### config.mk
export PLATFORM = sky130hd
export DESIGN_NAME = pfs_supervisor
export DESIGN_NICKNAME = d
export VERILOG_FILES = /design/src/design/pfs_pkg.sv /design/src/design/pfs_supervisor.sv
export SDC_FILE = /design/constraint.sdc
export NUM_CORES = 1
export LEC_CHECK = 0
export BUFFER_PORTS_ARGS = -buffer_cell sky130_fd_sc_hd__buf_2
export CELL_PAD_IN_SITES_DETAIL_PLACEMENT = 0
export CELL_PAD_IN_SITES_GLOBAL_PLACEMENT = 1
export CORE_AREA = 2 2 131 146
export DETAILED_ROUTE_END_ITERATION = 12
export DIE_AREA = 0 0 133 148
export PLACE_DENSITY_LB_ADDON = 0.1
export REMOVE_ABC_BUFFERS = 1
export SYNTH_ARGS = -nofsm -noshare
export SYNTH_HDL_FRONTEND = slang
export SYNTH_SLANG_ARGS = --single-unit
### constraint.sdc
create_clock -name mclk_in -period 1.9 [get_ports mclk_in]
set_input_delay 0.475 -clock mclk_in [delete_from_list [all_inputs] [get_ports mclk_in]]
set_output_delay 0.475 -clock mclk_in [all_outputs]
set_load 0.02 [all_outputs]
### src/design/pfs_pkg.sv
// constants, field layouts and carrier types of the fault supervisor
// assumes a 10 MHz core clock from the internal oscillator
package pfs_pkg;

	localparam int CLK_NS  = 100;
	localparam int FILT_NS = 2000;
	localparam int SELF_NS = 100000;
	localparam int BK_NS   = 50000;
	localparam int RST_NS  = 1000000;

	localparam int CW = 16;
	localparam int FW = 8;

	localparam logic [FW-1:0] FILT_CYC = FW'((FILT_NS + CLK_NS - 1) / CLK_NS);
	localparam logic [CW-1:0] SELF_CYC = CW'(SELF_NS / CLK_NS);
	localparam logic [CW-1:0] BK_CYC   = CW'(BK_NS / CLK_NS);
	localparam int            RST_CYC  = RST_NS / CLK_NS;

	localparam int AW = 4;
	localparam int DW = 32;

	localparam logic [AW-1:0] A_STAT = 4'h0;
	localparam logic [AW-1:0] A_CLR  = 4'h4;
	localparam logic [AW-1:0] A_MASK = 4'h8;
	localparam logic [AW-1:0] A_CTRL = 4'hc;

	localparam int NFLAG     = 24;
	localparam int F_BAT     = 0;
	localparam int F_BUCK_OV = 1;
	localparam int F_BUCK_UV = 2;
	localparam int F_BUCK_OC = 3;
	localparam int F_BST_OC  = 4;
	localparam int F_MAIN_OV = 5;
	localparam int F_MAIN_U1 = 6;
	localparam int F_MAIN_U2 = 7;
	localparam int F_CORE_AM = 8;
	localparam int F_CORE_OV = 9;
	localparam int F_CORE_UR = 10;
	localparam int F_CORE_UP = 11;
	localparam int F_T1_OV   = 12;
	localparam int F_T2_OV   = 13;
	localparam int F_T1_UV   = 14;
	localparam int F_T2_UV   = 15;
	localparam int F_T1_OC   = 16;
	localparam int F_T2_OC   = 17;
	localparam int F_TWARN   = 18;
	localparam int F_TSD     = 19;
	localparam int F_DETTST  = 20;
	localparam int F_OSC     = 21;
	localparam int F_TSDTST  = 22;
	localparam int F_BKUP    = 23;

	localparam logic [NFLAG-1:0] FAULT_BITS = 24'h7ffe7e;
	localparam logic [NFLAG-1:0] FLAG_RST   = 24'h000000;

	localparam int            MW       = 2;
	localparam int            M_T1OC   = 0;
	localparam int            M_T2OC   = 1;
	localparam logic [MW-1:0] MASK_RST = 2'h0;

	localparam int NCORE  = 4;
	localparam int C_AM   = 0;
	localparam int C_OV   = 1;
	localparam int C_UR   = 2;
	localparam int C_UP   = 3;

	typedef struct packed {
		logic battery_uv_detect;
		logic buck_ov_detect;
		logic buck_uv_detect;
		logic buck_oc_detect;
		logic boost_oc_detect;
		logic main_reg_ov_detect;
		logic main_reg_uv_first;
		logic main_reg_uv_second;
		logic core_absmax_detect;
		logic core_ov_detect;
		logic core_uv_reset_detect;
		logic core_uv_powerdown_detect;
		logic tracker_one_ov;
		logic tracker_two_ov;
		logic tracker_one_uv;
		logic tracker_two_uv;
		logic tracker_one_oc;
		logic tracker_two_oc;
		logic temp_warning;
		logic temp_shutdown;
	} pfs_det_s;

	typedef struct packed {
		logic lbist_done;
		logic lbist_err;
		logic det_test_fail;
		logic tsd_test_fail;
		logic osc_a_bad;
		logic osc_b_bad;
		logic rail_above_uv;
		logic rail_above_release;
	} pfs_tst_s;

	typedef struct packed {
		logic fault_irq_n;
		logic backup_power_enable;
		logic suspend_n;
		logic ext_ctrl_one;
		logic ext_ctrl_two;
		logic buck_stop;
		logic buck_interval;
		logic main_linear_reg_suspend;
		logic tracker_one_en;
		logic tracker_two_en;
		logic reset_n;
		logic powerdown;
		logic cmp_test;
		logic osc_sel;
		logic power_up;
	} pfs_out_s;

	localparam pfs_out_s OUT_RST = 15'h5800;

	typedef enum logic [2:0] {
		ST_LBIST,
		ST_HALT,
		ST_SELF,
		ST_BKUP,
		ST_RUN,
		ST_PDRST,
		ST_PD
	} pfs_state_e;

	typedef struct packed {
		pfs_det_s                 det_s1;
		pfs_det_s                 det_s2;
		pfs_tst_s                 tst_s1;
		pfs_tst_s                 tst_s2;
		logic [NCORE-1:0][FW-1:0] filt;
		logic [NFLAG-1:0]         flags;
		logic [MW-1:0]            mask;
		pfs_state_e               state;
		logic [CW-1:0]            cnt;
		logic                     osc_sel;
		logic                     bk_present;
		logic [DW-1:0]            rdata;
		pfs_out_s                 outs;
	} pfs_reg_s;

endpackage

### src/design/pfs_supervisor.sv
// fault supervisor: detector reactions, sticky flags, start-up self-diagnosis
// assumes detector and test inputs are asynchronous levels, bus on mclk_in
//
// Function
// - regulator over or under voltage detections drive fault output low, except main under second and core absolute-maximum
// - core detectors latch without release and ignore short glitches
// - battery under-voltage asserts the reset output
// - buck over-voltage stops switching, fault low, backup enable if present
// - buck under-voltage enters interval mode, fault low, backup enable if present
// - buck over-current enters interval mode, fault low, backup enable if present
// - boost over-current only drives fault low
// - main regulator over-voltage drives fault low, regulator keeps running
// - main under first: suspend, fault, ext one low, ext two high; second: reset, power-down
// - core absolute-maximum over-voltage suspends the main regulator
// - core over-voltage only drives fault low
// - first core under-voltage asserts reset and drives fault low
// - second core under-voltage suspends main regulator, fault low, power-down after reset
// - tracker over-voltage drives fault low, tracker keeps running
// - tracker under-voltage drives fault low and stops that tracker
// - tracker over-current drives fault low and stops that tracker
// - warning temperature drives fault low; shutdown temperature also powers down after reset
// - detectors self-tested on test voltage before power-up; failure drives fault low
// - internal logic self-test before reset release; error halts start-up
// - bad oscillator switches to healthy one, sets oscillator flag, fault low
// - thermal shutdown checked during self-diagnosis; failure drives fault low
// - backup enable pulsed once at start-up; rail above uv level means backup present
// - backup flag set if rail above release level while backup enable low
// - fault output returns high once software clears all pending flags
// - tracker over-current mask keeps that tracker on despite detection
//
// Implementation choices: the plain strobed port and the placing of the registers.
`timescale 1ns/1ps

module pfs_supervisor #(
	parameter int RST_CYC = pfs_pkg::RST_CYC
) (
	input  wire logic                         mclk_in,
	input  wire logic                         reset_n_in,
	input  wire pfs_pkg::pfs_det_s            det_in,
	input  wire pfs_pkg::pfs_tst_s            tst_in,
	input  wire logic [pfs_pkg::AW-1:0]       addr_in,
	input  wire logic [pfs_pkg::DW-1:0]       wdata_in,
	input  wire logic                         wr_in,
	input  wire logic                         rd_in,
	output logic      [pfs_pkg::DW-1:0]       rdata_out,
	output pfs_pkg::pfs_out_s                 ctrl_out
);

	localparam logic [pfs_pkg::CW-1:0] RST_LAST = pfs_pkg::CW'(RST_CYC - 1);

	generate
		if (RST_CYC < 1 || RST_CYC > 65535) begin : g_bad_rst
			$error("RST_CYC out of counter range");
		end
	endgenerate

	pfs_pkg::pfs_reg_s r_ff;
	pfs_pkg::pfs_reg_s nxt_r;

	logic [pfs_pkg::NCORE-1:0] core_raw;
	logic [pfs_pkg::NCORE-1:0] core_hit;
	logic [pfs_pkg::NFLAG-1:0] set_v;
	logic [pfs_pkg::NFLAG-1:0] clr_v;
	logic                      armed;
	logic                      pd_req;
	logic                      cnt_end_self;
	logic                      cnt_end_bk;
	logic                      cnt_end_rst;
	logic                      bk_act;
	logic                      cur_bad;
	logic                      oth_bad;

	always_comb begin
		nxt_r = r_ff;

		// two-stage synchronisers
		nxt_r.det_s1 = det_in;
		nxt_r.det_s2 = r_ff.det_s1;
		nxt_r.tst_s1 = tst_in;
		nxt_r.tst_s2 = r_ff.tst_s1;

		armed = (r_ff.state == pfs_pkg::ST_RUN);

		// core glitch filters
		core_raw[pfs_pkg::C_AM] = r_ff.det_s2.core_absmax_detect;
		core_raw[pfs_pkg::C_OV] = r_ff.det_s2.core_ov_detect;
		core_raw[pfs_pkg::C_UR] = r_ff.det_s2.core_uv_reset_detect;
		core_raw[pfs_pkg::C_UP] = r_ff.det_s2.core_uv_powerdown_detect;
		for (int i = 0; i < pfs_pkg::NCORE; i++) begin
			core_hit[i] = core_raw[i] && (r_ff.filt[i] == pfs_pkg::FILT_CYC);
			if (!core_raw[i]) begin
				nxt_r.filt[i] = '0;
			end else if (r_ff.filt[i] != pfs_pkg::FILT_CYC) begin
				nxt_r.filt[i] = r_ff.filt[i] + 1'b1;
			end
		end

		// oscillator cross-monitor
		cur_bad = r_ff.osc_sel ? r_ff.tst_s2.osc_b_bad : r_ff.tst_s2.osc_a_bad;
		oth_bad = r_ff.osc_sel ? r_ff.tst_s2.osc_a_bad : r_ff.tst_s2.osc_b_bad;
		if (cur_bad && !oth_bad) begin
			nxt_r.osc_sel = !r_ff.osc_sel;
		end

		// detection events
		set_v = '0;
		set_v[pfs_pkg::F_BAT]     = armed && r_ff.det_s2.battery_uv_detect;
		set_v[pfs_pkg::F_BUCK_OV] = armed && r_ff.det_s2.buck_ov_detect;
		set_v[pfs_pkg::F_BUCK_UV] = armed && r_ff.det_s2.buck_uv_detect;
		set_v[pfs_pkg::F_BUCK_OC] = armed && r_ff.det_s2.buck_oc_detect;
		set_v[pfs_pkg::F_BST_OC]  = armed && r_ff.det_s2.boost_oc_detect;
		set_v[pfs_pkg::F_MAIN_OV] = armed && r_ff.det_s2.main_reg_ov_detect;
		set_v[pfs_pkg::F_MAIN_U1] = armed && r_ff.det_s2.main_reg_uv_first;
		set_v[pfs_pkg::F_MAIN_U2] = armed && r_ff.det_s2.main_reg_uv_second;
		set_v[pfs_pkg::F_CORE_AM] = armed && core_hit[pfs_pkg::C_AM];
		set_v[pfs_pkg::F_CORE_OV] = armed && core_hit[pfs_pkg::C_OV];
		set_v[pfs_pkg::F_CORE_UR] = armed && core_hit[pfs_pkg::C_UR];
		set_v[pfs_pkg::F_CORE_UP] = armed && core_hit[pfs_pkg::C_UP];
		set_v[pfs_pkg::F_T1_OV]   = armed && r_ff.det_s2.tracker_one_ov;
		set_v[pfs_pkg::F_T2_OV]   = armed && r_ff.det_s2.tracker_two_ov;
		set_v[pfs_pkg::F_T1_UV]   = armed && r_ff.det_s2.tracker_one_uv;
		set_v[pfs_pkg::F_T2_UV]   = armed && r_ff.det_s2.tracker_two_uv;
		set_v[pfs_pkg::F_T1_OC]   = armed && r_ff.det_s2.tracker_one_oc;
		set_v[pfs_pkg::F_T2_OC]   = armed && r_ff.det_s2.tracker_two_oc;
		set_v[pfs_pkg::F_TWARN]   = armed && r_ff.det_s2.temp_warning;
		set_v[pfs_pkg::F_TSD]     = armed && r_ff.det_s2.temp_shutdown;
		set_v[pfs_pkg::F_DETTST]  = (r_ff.state == pfs_pkg::ST_SELF)
			&& r_ff.tst_s2.det_test_fail;
		set_v[pfs_pkg::F_TSDTST]  = (r_ff.state == pfs_pkg::ST_SELF)
			&& r_ff.tst_s2.tsd_test_fail;
		set_v[pfs_pkg::F_OSC]     = cur_bad && !oth_bad;
		set_v[pfs_pkg::F_BKUP]    = (r_ff.state == pfs_pkg::ST_SELF)
			&& r_ff.tst_s2.rail_above_release;

		// software clear, set wins
		clr_v = '0;
		if (wr_in && addr_in == pfs_pkg::A_CLR) begin
			clr_v = wdata_in[pfs_pkg::NFLAG-1:0];
		end
		nxt_r.flags = (r_ff.flags & ~clr_v) | set_v;

		if (wr_in && addr_in == pfs_pkg::A_MASK) begin
			nxt_r.mask = wdata_in[pfs_pkg::MW-1:0];
		end

		// start-up and power-down sequencing
		pd_req = r_ff.flags[pfs_pkg::F_MAIN_U2] || r_ff.flags[pfs_pkg::F_CORE_UP]
			|| r_ff.flags[pfs_pkg::F_TSD];
		cnt_end_self = (r_ff.cnt == pfs_pkg::SELF_CYC - 1'b1);
		cnt_end_bk   = (r_ff.cnt == pfs_pkg::BK_CYC - 1'b1);
		cnt_end_rst  = (r_ff.cnt == RST_LAST);
		nxt_r.cnt    = r_ff.cnt + 1'b1;
		unique case (r_ff.state)
			pfs_pkg::ST_LBIST: begin
				nxt_r.cnt = '0;
				if (r_ff.tst_s2.lbist_done) begin
					nxt_r.state = r_ff.tst_s2.lbist_err ? pfs_pkg::ST_HALT
						: pfs_pkg::ST_SELF;
				end
			end
			pfs_pkg::ST_HALT: begin
				nxt_r.cnt = '0;
			end
			pfs_pkg::ST_SELF: begin
				if (cnt_end_self) begin
					nxt_r.state = pfs_pkg::ST_BKUP;
					nxt_r.cnt   = '0;
				end
			end
			pfs_pkg::ST_BKUP: begin
				if (cnt_end_bk) begin
					nxt_r.bk_present = r_ff.tst_s2.rail_above_uv;
					nxt_r.state      = pfs_pkg::ST_RUN;
					nxt_r.cnt        = '0;
				end
			end
			pfs_pkg::ST_RUN: begin
				nxt_r.cnt = '0;
				if (pd_req) begin
					nxt_r.state = pfs_pkg::ST_PDRST;
				end
			end
			pfs_pkg::ST_PDRST: begin
				if (cnt_end_rst) begin
					nxt_r.state = pfs_pkg::ST_PD;
					nxt_r.cnt   = '0;
				end
			end
			pfs_pkg::ST_PD: begin
				nxt_r.cnt = '0;
			end
		endcase

		// output decode
		bk_act = r_ff.bk_present && (r_ff.flags[pfs_pkg::F_BUCK_OV]
			|| r_ff.flags[pfs_pkg::F_BUCK_UV] || r_ff.flags[pfs_pkg::F_BUCK_OC]
			|| r_ff.flags[pfs_pkg::F_MAIN_U1]);
		nxt_r.outs.fault_irq_n = ~|(r_ff.flags & pfs_pkg::FAULT_BITS);
		nxt_r.outs.backup_power_enable = (r_ff.state == pfs_pkg::ST_BKUP)
			|| bk_act;
		nxt_r.outs.suspend_n    = !r_ff.flags[pfs_pkg::F_MAIN_U1];
		nxt_r.outs.ext_ctrl_one = !r_ff.flags[pfs_pkg::F_MAIN_U1];
		nxt_r.outs.ext_ctrl_two = r_ff.flags[pfs_pkg::F_MAIN_U1];
		nxt_r.outs.buck_stop    = r_ff.flags[pfs_pkg::F_BUCK_OV];
		nxt_r.outs.buck_interval = r_ff.flags[pfs_pkg::F_BUCK_UV]
			|| r_ff.flags[pfs_pkg::F_BUCK_OC];
		nxt_r.outs.main_linear_reg_suspend = r_ff.flags[pfs_pkg::F_CORE_AM]
			|| r_ff.flags[pfs_pkg::F_CORE_UP];
		nxt_r.outs.tracker_one_en = armed && !r_ff.flags[pfs_pkg::F_T1_UV]
			&& !(r_ff.flags[pfs_pkg::F_T1_OC]
			&& !r_ff.mask[pfs_pkg::M_T1OC]);
		nxt_r.outs.tracker_two_en = armed && !r_ff.flags[pfs_pkg::F_T2_UV]
			&& !(r_ff.flags[pfs_pkg::F_T2_OC]
			&& !r_ff.mask[pfs_pkg::M_T2OC]);
		nxt_r.outs.reset_n = armed && !r_ff.flags[pfs_pkg::F_BAT]
			&& !r_ff.flags[pfs_pkg::F_CORE_UR];
		nxt_r.outs.powerdown = (r_ff.state == pfs_pkg::ST_PD);
		nxt_r.outs.cmp_test  = (r_ff.state == pfs_pkg::ST_SELF);
		nxt_r.outs.osc_sel   = r_ff.osc_sel;
		nxt_r.outs.power_up  = armed;

		// register read, data one cycle later
		nxt_r.rdata = '0;
		if (rd_in) begin
			unique case (addr_in)
				pfs_pkg::A_STAT: nxt_r.rdata = pfs_pkg::DW'(r_ff.flags);
				pfs_pkg::A_MASK: nxt_r.rdata = pfs_pkg::DW'(r_ff.mask);
				pfs_pkg::A_CTRL: nxt_r.rdata = {13'h0000, r_ff.outs, r_ff.bk_present,
					r_ff.state};
				default:         nxt_r.rdata = '0;
			endcase
		end
	end

	always_ff @(posedge mclk_in or negedge reset_n_in) begin
		if (!reset_n_in) begin
			r_ff            <= '0;
			r_ff.flags      <= pfs_pkg::FLAG_RST;
			r_ff.mask       <= pfs_pkg::MASK_RST;
			r_ff.state      <= pfs_pkg::ST_LBIST;
			r_ff.outs       <= pfs_pkg::OUT_RST;
		end else begin
			r_ff <= nxt_r;
		end
	end

	assign rdata_out = r_ff.rdata;
	assign ctrl_out  = r_ff.outs;

endmodule

==> reports/results.ini <==
[outcome]
outcome=finished, final reports clean

[placement]
pre_cts_slack_ns=-0.04565
dpl-instance-area_sq_mm=0.007959
hpwl_mm=11.35
io_buffers=98
globalplace.congestion=0.8577

[grt]
first_global_vias=4948
grt_pass1_wl_mm=26.28
grt_antenna_before_repair=0
grt_usage_pct=17.23
grt-ovfl-total=0
grt_max_degree=45

[logic_synthesis]
synthTopCellsByArea=dfrtp_1 60%, buf_4 4.9%, xnor2_1 2.7%, nand2_1 2.6%, a22o_1 2.6%
yosysMostFrequentCell=dfrtp_1
synth_cell_type_count=57
ys_seq_elements=173
ys.flop_type=dfrtp_1
synthArstFlopShare_pct=100.0
synth.yosys.warnings=0
ys_seq_area_share_pct=60.48
synth_edf_count=0
syn_avg_cell_area_sq_um=11.76
synthTopCellsByCount=171 x dfrtp_1, 50 x nand2_1, 47 x buf_4
syn_inst=609
synth_top_cell_by_area=dfrtp_1
synth_area_sq_mm=0.007162
yosysTopAreaCellShare_pct=59.75

[worst_setup_path]
required_ns=2.21
startpoint_type=register
path_class=reg -> reg
cp_top_family=simple AND/OR/NAND/NOR gates
crit_fanout=5
critPathSlowestCell=or4_1
end_kind=register
cp.arrival_ns=2.16
worst-path-buf-inv=0
reg2reg_slack_ns=0.05
cp_cell_sequence=and4_4, and2_1, and4_1, or4_1, o21a_1
cpPeakStageDelay_ns=0.46

[drt]
wl_per_cell_um=16.61
met3WireLength_um=508
vias_per_cell=4.975
drtIter0Drc=228
top_layer=met4
drtPass1Iterations=4
ant_nets=0
num_vias=4841
m1WireLength_mm=7.357
met2WireLength_mm=7.993
drc=0
drt_wl_total_mm=16.16

[finish]
diodes=0
final_core_util_pct=48.19
nets=795
area_growth_pct=22.15
design_area_sq_mm=0.008748
layout-drive-gt1-share_pct=29.32

[timing]
fin_crit_ns=1.849
fmax_mhz=541.0
worst_clock_skew_ns=0.009848
drv_slew=0
rsz0062_at_grt=true
period_share_pct=97.29
setup_viol=0
worst_slack_ns=0.05149
hold_viol=0

[job]
cap_violations=0

[hold_path]
hp-class=in -> reg

[floorplan]
dieHeight_um=148
fp.coreArea_sq_mm=0.01815
placementRows=52
start_util_pct=39.45
io_pins=115
die_w_um=133
design.die.area_sq_mm=0.01968

[clock_tree]
clockBufferDepth=2
clkLatencyLatePin_ns=0.42
cts_buffers=17
path_clk_slew_ns=0.07
cts_tree=done
cts_sinks=173
clock-root-buffer=clkbuf_16
h-tree-depth=4

[pwr]
powerDensity_mw_per_mm2=1044
p_leak_uw=0.004099
ir_drop_mv=0.6866

==> repair_timing <==
| action | in CTS | in global routing |
|---|---|---|
| gates cloned | 0 | 1 |
| endpoints found under the setup margin | 2 | 22 |
| resized for setup | 6 | 19 |
| endpoints found under the hold margin | 1 | 0 |
| hold buffers | 1 | 0 |
| setup buffers | 2 | 3 |
| pin swaps | 5 | 4 |
==> area by class of cell <==
| cell class | count | area, sq um |
|---|---|---|
| Multi-Input combinational cell | 360 | 2445 |
| Clock buffer | 18 | 439.2 |
| Timing Repair Buffer | 149 | 978.4 |
| Tap cell | 243 | 304.0 |
| Fill cell | 1643 | 9404 |
| Sequential cell | 173 | 4335 |
| Inverter | 16 | 65.06 |
| Clock inverter | 14 | 181.4 |
==> layout by cell type (no fill, tap or decap), drive strengths merged, types with 3 or more instances in the layout <==
master / netlist / layout
dfrtp: 171 / 171
buf: 52 / 147
nand2: 50 / 50
nor2: 28 / 28
and2: 24 / 24
xnor2: 22 / 22
a22o: 21 / 21
nand3: 21 / 21
inv: 15 / 20
clkbuf: 15 / 19
a22oi: 17 / 17
and3: 15 / 15
a211oi: 14 / 14
o21ai: 14 / 14
nor3: 13 / 13
nand4: 10 / 10
ha: 10 / 10
xor2: 9 / 9
conb: 1 / 8
a21oi: 8 / 8
nor2b: 7 / 7
nor4: 6 / 6
nand4b: 5 / 5
mux2: 5 / 5
a31oi: 5 / 5
a21boi: 5 / 5
nand2b: 4 / 4
and4: 4 / 4
clkinv: 1 / 4
and4b: 4 / 4
nor4b: 4 / 4
or3: 4 / 4
clkinvlp: 0 / 3
bufinv: 0 / 3
nor4bb: 3 / 3
==> cells by family (layout without fill, tap and decap cells) <==
| logic type | Yosys count | after routing | share of synthesized area [%] |
|---|---|---|---|
| and+or+nand+nor | 208 | 208 | 15.93 |
| DFF | 173 | 173 | 60.48 |
| adders and majority gates | 11 | 11 | 1.887 |
| AOI/OAI and AO/OA | 95 | 95 | 9.714 |
| other | 1 | 8 | 0.05236 |
| muxes | 7 | 7 | 1.066 |
| buffers and inverters | 83 | 197 | 7.075 |
| xor gates and xnor gates | 31 | 31 | 3.791 |
==> registers in the layout (all words and copies together), names as in the netlist <==
signal and flops:
core_raw 4, ctrl_out 14, r_ff 100, nxt_r 31
rdata_out 24
==> final timing paths <==
check                           startpoint          to  cells after the start
min in group asynchronous       reset_n_in    r_ff[96]                      2
worst max-delay path              r_ff[54]    r_ff[66]                      5
worst min register to register  nxt_r[145]   r_ff[145]                      0
worst max register to register    r_ff[54]    r_ff[66]                      5
worst min-delay path            det_in[17]  nxt_r[159]                      1
max in group asynchronous       reset_n_in    r_ff[55]                      3
==> power breakdown <==
group | leakage, uW | internal [uW] | switching (uW)
combinational | 0.00158 | 676 | 799
sequential | 0.00223 | 3870 | 162
clock | 0.000296 | 2130 | 1490
total | 0.00410 | 6680 | 2450
==> layer usage <==
| metal | vias up | GRT usage [%] |
|---|---|---|
| li1 | 2304 | - |
| met1 | 2431 | 22.47 |
| met2 | 84 | 28.34 |
| met3 | 22 | 4.012 |
| met4 | 0 | 5.968 |
| met5 | - | 0 |
==> metrics by stage <==
stage	hold slack [ns]	instances	power (uW)	TNS [ns]
6_report	0.1531	973	9129	0
5_1_grt	0.1288	973	9550	-0.6273
4_1_cts	0.1332	969	9031	0
3_5_place_dp	0.3347	934	5340	-0.08681
3_3_place_gp	0.3317	934	5313	-0.05005
2_1_floorplan	0.1794	549	4675	-13.09
No activity file was read; power rests on OpenSTA's default activity.
